==> config.mk <==
export PLATFORM = sky130hd
export DESIGN_NAME = mmb_bus_ctrl
export DESIGN_NICKNAME = d
export VERILOG_FILES = /design/src/verilog/mmb_pkg.sv /design/src/verilog/mmb_half_tick.sv /design/src/verilog/mmb_bus_ctrl.sv
export VERILOG_INCLUDE_DIRS = /design/src /design/src/verilog
export SDC_FILE = /design/constraint.sdc
export NUM_CORES = 1
export LEC_CHECK = 0
export CAP_MARGIN = 25
export CORE_UTILIZATION = 60
export DETAILED_ROUTE_END_ITERATION = 16
export DONT_BUFFER_PORTS = 1
export GPL_TIMING_DRIVEN = 1
export HOLD_SLACK_MARGIN = 0.1
export PLACE_DENSITY = 0.76
export SYNTH_ARGS = -nofsm -noshare
export SYNTH_HDL_FRONTEND = slang
export SYNTH_SLANG_ARGS = --single-unit
==> constraint.sdc <==
create_clock -name clk_sys_in -period 2.75 [get_ports clk_sys_in]
set_clock_uncertainty 0.2 [all_clocks]
set_input_delay 0.55 -clock clk_sys_in [delete_from_list [all_inputs] [get_ports clk_sys_in]]
set_output_delay 0.55 -clock clk_sys_in [all_outputs]
set_load 0.02 [all_outputs]
==> src/verilog/mmb_defines.svh <==
/*
 * Constants of the minimum-mode bus control block: status code field
 * positions, reset levels of the bus control outputs and timing counts.
 * Assumes inclusion by bare name from files of the verilog/ folder.
 */
`ifndef MMB_DEFINES_SVH
`define MMB_DEFINES_SVH

// field positions inside a 3-bit cycle code {io_mem, direction, status}
`define MMB_FLD_IO_MEM 2
`define MMB_FLD_DIR 1
`define MMB_FLD_STATUS 0

// reset levels of the bus control outputs
`define MMB_RST_IO_MEM 1'b0
`define MMB_RST_DIR 1'b1
`define MMB_RST_STATUS 1'b1
`define MMB_RST_DEN_N 1'b1
`define MMB_RST_OE 1'b1

// timing: system clock rate and length of one half of a processor T-state
`define MMB_CLK_MHZ 250
`define MMB_HALF_STATE_NS 20
`define MMB_HALF_STATE_CYC ((`MMB_HALF_STATE_NS * `MMB_CLK_MHZ) / 1000)

`endif

==> src/verilog/mmb_pkg.sv <==
/*
 * Types of the minimum-mode bus control block.
 * Assumes nothing beyond a SystemVerilog compiler.
 */
package mmb_pkg;

  // cycle kinds coded as {io_mem, direction, status}
  typedef enum logic [2:0] {
    MMB_KIND_INT_ACK_STROBE_N = 3'h4,
    MMB_KIND_IO_RD = 3'h5,
    MMB_KIND_IO_WR = 3'h6,
    MMB_KIND_HALT = 3'h7,
    MMB_KIND_CODE = 3'h0,
    MMB_KIND_MEM_RD = 3'h1,
    MMB_KIND_MEM_WR = 3'h2,
    MMB_KIND_PASSIVE = 3'h3
  } mmb_kind_t;

  typedef enum logic [6:0] {
    MMB_ST_IDLE = 7'h01,
    MMB_ST_T1 = 7'h02,
    MMB_ST_T2 = 7'h04,
    MMB_ST_T3 = 7'h08,
    MMB_ST_TW = 7'h10,
    MMB_ST_T4 = 7'h20,
    MMB_ST_HOLD = 7'h40
  } mmb_state_t;

endpackage

==> src/verilog/mmb_half_tick.sv <==
/*
 * Divider giving a one-cycle pulse at each half of a processor T-state.
 * Assumes one system clock and an asynchronous active-high reset.
 */
`timescale 1ns/1ps
module mmb_half_tick #(
  parameter int unsigned DIV = 5
) (
  // clock and reset
  input wire logic clk_sys_in,
  input wire logic rst_in,
  // enable pulse
  output logic tick_out
);

  localparam int unsigned CW = (DIV > 1) ? $clog2(DIV) : 1;
  localparam logic [CW-1:0] LAST = CW'(DIV - 1);

  logic [CW-1:0] cnt_q;

  always_ff @(posedge clk_sys_in or posedge rst_in) begin
    if (rst_in) begin
      cnt_q <= '0;
      tick_out <= 1'b0;
    end else begin
      tick_out <= (cnt_q == LAST);
      if (cnt_q == LAST) begin
        cnt_q <= '0;
      end else begin
        cnt_q <= cnt_q + 1'b1;
      end
    end
  end

endmodule

==> src/verilog/mmb_bus_ctrl.sv <==
/*
 * Minimum-mode local bus control: T-state sequencer, transceiver enable
 * and direction, cycle status lines and the hold/acknowledge handshake.
 * Assumes: req_* come from logic on clk_sys_in; hold and ready are pins.
 * Floated pins are modelled as value 1 with output enable low; the
 * surrounding wire supplies the pull-up.
 */
// Summary of operation
// - transceiver enable low only in memory, I/O and int ack cycles
// - read and interrupt ack: enable from mid T2 until mid T4
// - write: enable from start of T2 until mid T4
// - during bus grant the transceiver enable floats at logic one
// - hold acknowledge rises mid-way through a T4 or idle state
// - bus control outputs float together with the acknowledge
// - hold request sampled low lowers the acknowledge
// - after release, drive resumes only when another cycle starts
// - status bit follows the timing of the low maximum-mode status bit
// - io high: 00 int ack, 01 io read, 10 io write, 11 halt
// - io low: 00 code, 01 mem read, 10 mem write, 11 passive
// - during bus grant the status bit floats at logic one
// - io/mem select valid from preceding T4 to the cycle's final T4
// - direction high transmit, same timing as select, floats during grant
`timescale 1ns/1ps
`include "mmb_defines.svh"
module mmb_bus_ctrl
  import mmb_pkg::*;
#(
  parameter int unsigned HALF_STATE_CYC = `MMB_HALF_STATE_CYC
) (
  // clock and reset
  input wire logic clk_sys_in,
  input wire logic rst_in,
  // cycle requests from the execution side
  input wire logic req_valid_in,
  input wire mmb_kind_t req_kind_in,
  output logic req_taken_out,
  output logic cycle_done_out,
  // pins from the bus
  input wire logic hold_request_in,
  input wire logic ready_in,
  // hold acknowledge
  output logic bus_grant_ack_out,
  // bus control pins, value and output enable
  output logic xcvr_output_enable_n_out,
  output logic xcvr_output_enable_n_oe_out,
  output logic xcvr_direction_out,
  output logic xcvr_direction_oe_out,
  output logic cycle_status_bit_out,
  output logic cycle_status_bit_oe_out,
  output logic io_mem_sel_out,
  output logic io_mem_sel_oe_out
);

  function automatic logic is_write(input mmb_kind_t k);
    return k == MMB_KIND_IO_WR || k == MMB_KIND_MEM_WR;
  endfunction

  function automatic logic has_xfer(input mmb_kind_t k);
    return k != MMB_KIND_HALT && k != MMB_KIND_PASSIVE;
  endfunction

  logic tick;
  logic half_q;
  mmb_state_t state_q;
  mmb_kind_t kind_q;
  logic next_q;
  logic hold_meta_q;
  logic hold_s_q;
  logic rdy_meta_q;
  logic rdy_s_q;
  logic mid;
  logic bnd;
  logic at_edge;
  logic grant_pt;
  logic load_pt;
  logic release_pt;
  logic idle_pt;

  mmb_half_tick #(
    .DIV(HALF_STATE_CYC)
  ) u_tick (
    .clk_sys_in(clk_sys_in),
    .rst_in(rst_in),
    .tick_out(tick)
  );

  // pins cross in through two flops
  always_ff @(posedge clk_sys_in or posedge rst_in) begin
    if (rst_in) begin
      hold_meta_q <= 1'b0;
      hold_s_q <= 1'b0;
      rdy_meta_q <= 1'b0;
      rdy_s_q <= 1'b0;
    end else begin
      hold_meta_q <= hold_request_in;
      hold_s_q <= hold_meta_q;
      rdy_meta_q <= ready_in;
      rdy_s_q <= rdy_meta_q;
    end
  end

  // mid: start of a state's second half; bnd: end of the state
  assign mid = tick & ~half_q;
  assign bnd = tick & half_q;
  // idle counts as T4 for the grant; never decided inside T2 or T3
  assign at_edge = mid & (state_q == MMB_ST_T4 || state_q == MMB_ST_IDLE);
  assign grant_pt = at_edge & hold_s_q;
  // hold wins over a waiting request
  assign load_pt = at_edge & ~hold_s_q & req_valid_in;
  assign idle_pt = mid & (state_q == MMB_ST_T4) & ~hold_s_q & ~req_valid_in;
  assign release_pt = bnd & (state_q == MMB_ST_HOLD) & ~hold_s_q;

  always_ff @(posedge clk_sys_in or posedge rst_in) begin
    if (rst_in) begin
      half_q <= 1'b0;
    end else if (tick) begin
      half_q <= ~half_q;
    end
  end

  always_ff @(posedge clk_sys_in or posedge rst_in) begin
    if (rst_in) begin
      next_q <= 1'b0;
    end else if (load_pt) begin
      next_q <= 1'b1;
    end else if (bnd && state_q != MMB_ST_HOLD) begin
      next_q <= 1'b0;
    end
  end

  always_ff @(posedge clk_sys_in or posedge rst_in) begin
    if (rst_in) begin
      kind_q <= MMB_KIND_PASSIVE;
    end else if (load_pt) begin
      kind_q <= req_kind_in;
    end
  end

  // T-state sequencer
  always_ff @(posedge clk_sys_in or posedge rst_in) begin
    if (rst_in) begin
      state_q <= MMB_ST_IDLE;
    end else if (grant_pt) begin
      state_q <= MMB_ST_HOLD;
    end else if (bnd) begin
      case (state_q)
        MMB_ST_IDLE: begin
          state_q <= next_q ? MMB_ST_T1 : MMB_ST_IDLE;
        end
        MMB_ST_T1: begin
          state_q <= MMB_ST_T2;
        end
        MMB_ST_T2: begin
          state_q <= MMB_ST_T3;
        end
        MMB_ST_T3, MMB_ST_TW: begin
          state_q <= rdy_s_q ? MMB_ST_T4 : MMB_ST_TW;
        end
        MMB_ST_T4: begin
          state_q <= next_q ? MMB_ST_T1 : MMB_ST_IDLE;
        end
        MMB_ST_HOLD: begin
          // stay floated until the next cycle loads
          state_q <= hold_s_q ? MMB_ST_HOLD : MMB_ST_IDLE;
        end
        default: begin
          state_q <= MMB_ST_IDLE;
        end
      endcase
    end
  end

  // hold acknowledge handshake
  always_ff @(posedge clk_sys_in or posedge rst_in) begin
    if (rst_in) begin
      bus_grant_ack_out <= 1'b0;
    end else if (grant_pt) begin
      bus_grant_ack_out <= 1'b1;
    end else if (release_pt) begin
      bus_grant_ack_out <= 1'b0;
    end
  end

  // status lines change in the T4 (or idle) ahead of the cycle
  always_ff @(posedge clk_sys_in or posedge rst_in) begin
    if (rst_in) begin
      io_mem_sel_out <= `MMB_RST_IO_MEM;
      xcvr_direction_out <= `MMB_RST_DIR;
      cycle_status_bit_out <= `MMB_RST_STATUS;
      io_mem_sel_oe_out <= `MMB_RST_OE;
      xcvr_direction_oe_out <= `MMB_RST_OE;
      cycle_status_bit_oe_out <= `MMB_RST_OE;
    end else if (grant_pt) begin
      // float at logic one; pull-ups read the halt code
      io_mem_sel_out <= 1'b1;
      xcvr_direction_out <= 1'b1;
      cycle_status_bit_out <= 1'b1;
      io_mem_sel_oe_out <= 1'b0;
      xcvr_direction_oe_out <= 1'b0;
      cycle_status_bit_oe_out <= 1'b0;
    end else if (load_pt) begin
      io_mem_sel_out <= req_kind_in[`MMB_FLD_IO_MEM];
      xcvr_direction_out <= req_kind_in[`MMB_FLD_DIR];
      cycle_status_bit_out <= req_kind_in[`MMB_FLD_STATUS];
      io_mem_sel_oe_out <= 1'b1;
      xcvr_direction_oe_out <= 1'b1;
      cycle_status_bit_oe_out <= 1'b1;
    end else if (idle_pt) begin
      // no follow-on cycle: direction and status high (passive, or halt if io), select keeps its level
      xcvr_direction_out <= 1'b1;
      cycle_status_bit_out <= 1'b1;
    end
  end

  // transceiver enable
  always_ff @(posedge clk_sys_in or posedge rst_in) begin
    if (rst_in) begin
      xcvr_output_enable_n_out <= `MMB_RST_DEN_N;
      xcvr_output_enable_n_oe_out <= `MMB_RST_OE;
    end else if (grant_pt) begin
      xcvr_output_enable_n_out <= 1'b1;
      xcvr_output_enable_n_oe_out <= 1'b0;
    end else begin
      if (load_pt) begin
        xcvr_output_enable_n_oe_out <= 1'b1;
      end
      if (mid && state_q == MMB_ST_T4) begin
        xcvr_output_enable_n_out <= 1'b1;
      end else if (bnd && state_q == MMB_ST_T1 &&
                   has_xfer(kind_q) && is_write(kind_q)) begin
        xcvr_output_enable_n_out <= 1'b0;
      end else if (mid && state_q == MMB_ST_T2 &&
                   has_xfer(kind_q) && !is_write(kind_q)) begin
        xcvr_output_enable_n_out <= 1'b0;
      end
    end
  end

  // user-side strobes
  always_ff @(posedge clk_sys_in or posedge rst_in) begin
    if (rst_in) begin
      req_taken_out <= 1'b0;
      cycle_done_out <= 1'b0;
    end else begin
      req_taken_out <= load_pt;
      // a grant in mid T4 still ends the cycle for the user side
      cycle_done_out <= (bnd || grant_pt) && state_q == MMB_ST_T4;
    end
  end

endmodule

==> summary.md <==
| Metric | Value |
|---|---|
| Status | `finished clean` |
| Share of cells above drive strength 1 | `17.5%` |
| Post-synth EDFFs | `0` |
| Pre-CTS WS | `0.624 ns` |
| Port Buffers | `0` |
| Setup Buffers After CTS | `0` |
| Largest cells by area after synthesis | `dfrtp_1 (39%), dfstp_2 (14%), nand2_1 (3.2%), o21ai_0 (2.3%), buf_4 (2.3%)` |
| CTS Buffer Depth | `2` |
| Avg Inst Size Synth | `~11 µm²` |
| Area delta synth->final | `3.69%` |
| Crit path required time | `2.82 ns` |
| Final hold vios | `0` |
| Core box area | `0.00198 mm²` |
| Root buffer cell | `clkbuf_4` |
| Min Hold Slack | `0.130 ns` |
| CTS clk-pin slew, worst paths | `between 0.1 and 0.15 ns` |
| Lkg Pwr | `0.000559 µW` |
| Fillers | `146` |
| DR DRC count | `0` |
| Via density per instance | `6.00` |
| Tightest Pin Transition | `slightly below 0.6 ns` |
| Post-synthesis compound-gate area fraction | `13.7%` |
| DR vias | `a little under 900` |
| Max Clock Freq | `468 MHz` |
| Unrepaired setup endpoints after global routing | `false` |
| CTS Buf Count | `3` |
| Routed wire per std cell | `15.6 µm` |
| Post-synthesis sequential area ratio | `53.1%` |
| Post-synth top area share | `38.8%` |
| Critical path type | `flip-flop to flip-flop` |
| Predominant post-synthesis flop cell | `dfrtp_1` |
| DR iter-0 viols | `20` |
| CTS sink cnt | `27` |
| Async SR Flop Fraction | `100%` |
| VDD IR max | `between 400 and 500 µV` |
| Number of global-route vias before repair | `892` |
| # hold bufs at CTS | `3` |
| CTS tree | `done` |
| Largest family of logic cells by synthesized area | `simple AND/OR/NAND/NOR gates` |
| XOR/XNOR share of the synthesized area | `2.72%` |
| Syn Inst Count | `120` |
| Chip width | `48.3 µm` |
| Setup TNS | `0 ns` |
| DRT Pass-1 Iters | `4` |
| Routability cong. | `0.851` |
| ANT nets after route | `0` |
| Crit-path max FO | `8` |
| CP Capture Type | `flip-flop` |
| Setup crit start kind | `flip-flop` |
| Top post-synthesis cells by count | `dfrtp_1 (20), nand2_1 (11), inv_1 (8), dfstp_2 (7)` |
| Power Density | `570 mW/mm²` |
| # diodes | `0` |
| FF+latch count, synth | `27` |
| Final WS setup | `just over 0.6 ns` |
| Pin count of the biggest net entering global routing | `28` |
| Post-synthesis mux area share | `2.52%` |
| Tcrit/Tclk final | `between 70 and 80%` |
| Gr ovfl total | `0` |
| Leading area contributor after synthesis | `dfrtp_1` |
| Min Tclk post-route | `2.14 ns` |
| Count leader, synth | `dfrtp_1` |
| Ys Warns | `0` |
| Final setup viols | `0` |
| Syn_nets | `130` |
| Slew margin rel. | `between 60% and 70%` |
| Initial antenna violation count | `0` |
| Fin nets | `around 130` |
| I/O pin cnt | `19` |
| Synthesized cell area | `0.00129 mm²` |
| Total of max-cap violations | `0` |
| Worst Hold Class | `primary input to flip-flop` |
| Slew Limit Fails | `0` |
| Die height | `roughly 48 µm` |
| H-tree depth | `1` |
| All-Layer GR Usage | `22.5%` |
| Cts repair resizes | `0` |
| Final HPWL DP | `1680 µm` |
| Global-route wire length before repair | `4000 µm` |
| Simple-gate share of the synthesized area | `19.2%` |
| Drt total wl | `2290 µm` |
| Row count | `16` |
| Starting Density | `between 60% and 70%` |
| Worst skew pair latency | `0.32 ns` |
| Count of different cell masters after synthesis | `between 40 and 50` |
| Critical Path AT | `2.20 ns` |
| Adder-cell share of the synthesized area | `1.94%` |
| Die footprint | `about 0.0023 mm²` |
## final timing paths
path / endpoint / cells after the start / slack [ns] / start
worst min-delay path: kind_q[1] / 2 / 0.13 / req_kind_in[1]
min in group asynchronous: half_q / 3 / 0.51 / rst_in
worst max register to register: kind_q[0] / 3 / 0.61 / state_q[6]
worst max-delay path: kind_q[0] / 3 / 0.61 / state_q[6]
max in group asynchronous: state_q[0] / 3 / 1.54 / rst_in
worst min register to register: rdy_s_q / 0 / 0.16 / rdy_meta_q
## critical path, cell delays in order, from the launching register on
cell and delay [ns]:
dfrtp_1 0.47, or4b_4 0.58, nor4b_4 0.45, mux2_2 0.38
## logic make-up after synthesis
family	Yosys count
simple gates	42
flops	27
compound gates	25
buf+inv	17
xor+xnor	4
mux	3
fa+ha+maj	2
## cell usage in the layout, fill, tap and decap left out, types with 3 or more instances in the layout
master / synthesis / layout
nor2b_1: 3 / 3
o21ai_0: 6 / 6
dfrtp_1: 20 / 20
clkbuf_4: 0 / 3
a21oi_1: 3 / 3
dfstp_2: 7 / 7
nand3_1: 3 / 3
nand2_1: 11 / 11
nand4_1: 4 / 4
nor2_1: 6 / 6
nand2b_1: 3 / 3
dlygate4sd3_1: 0 / 3
inv_1: 8 / 8
xor2_1: 3 / 3
## routing by layer
| layer | global-route usage [%] | vias up | share of wire [%] |
|---|---|---|---|
| li1 | - | 422 | - |
| met1 | 29.8 | 433 | 42 |
| met2 | 38.0 | 22 | 52 |
| met3 | 1.89 | 5 | 3.4 |
| met4 | 10.3 | 0 | 2.1 |
| met5 | 0 | - | 0 |
## report_power, final
| group | internal [µW] | switching [µW] |
|---|---|---|
| Clock | 56.9 | 107 |
| Combinational | 38.7 | 53.7 |
| Sequential | 442 | 62.6 |
## registers in the layout (all words and copies together), names as in the netlist
signal / cells
xcvr_output_enable_n_oe_out: 1
next_q: 1
cycle_status_bit_out: 1
u_tick.tick_out: 1
io_mem_sel_out: 1
hold_s_q: 1
xcvr_output_enable_n_out: 1
cycle_done_out: 1
kind_q: 2
state_q: 7
half_q: 1
hold_meta_q: 1
xcvr_direction_out: 1
bus_grant_ack_out: 1
rdy_meta_q: 1
rdy_s_q: 1
u_tick.cnt_q: 3
req_taken_out: 1
## layout make-up
class	instances	area [µm²]	share of cell area (%)
clock buffers	4	26.3	1.97
inverters	8	30.0	2.25
multi-input cells	76	517	38.7
flip-flops and latches	27	684	51.2
well taps	27	33.8	2.53
repair buffers	5	45.0	3.37
## per-stage QoR
stage / area (µm²) / util [%] / std cells / total power, µW
global placement: 1280 / 64.6 / 140 / 595
global route: 1340 / 67.4 / 147 / 800
detailed placement: 1280 / 64.6 / 140 / 602
finish: 1340 / 67.4 / 147 / 761
CTS: 1340 / 67.4 / 147 / 768
floorplan: 1290 / - / 120 / 593
(Power assumes the default switching activity.)
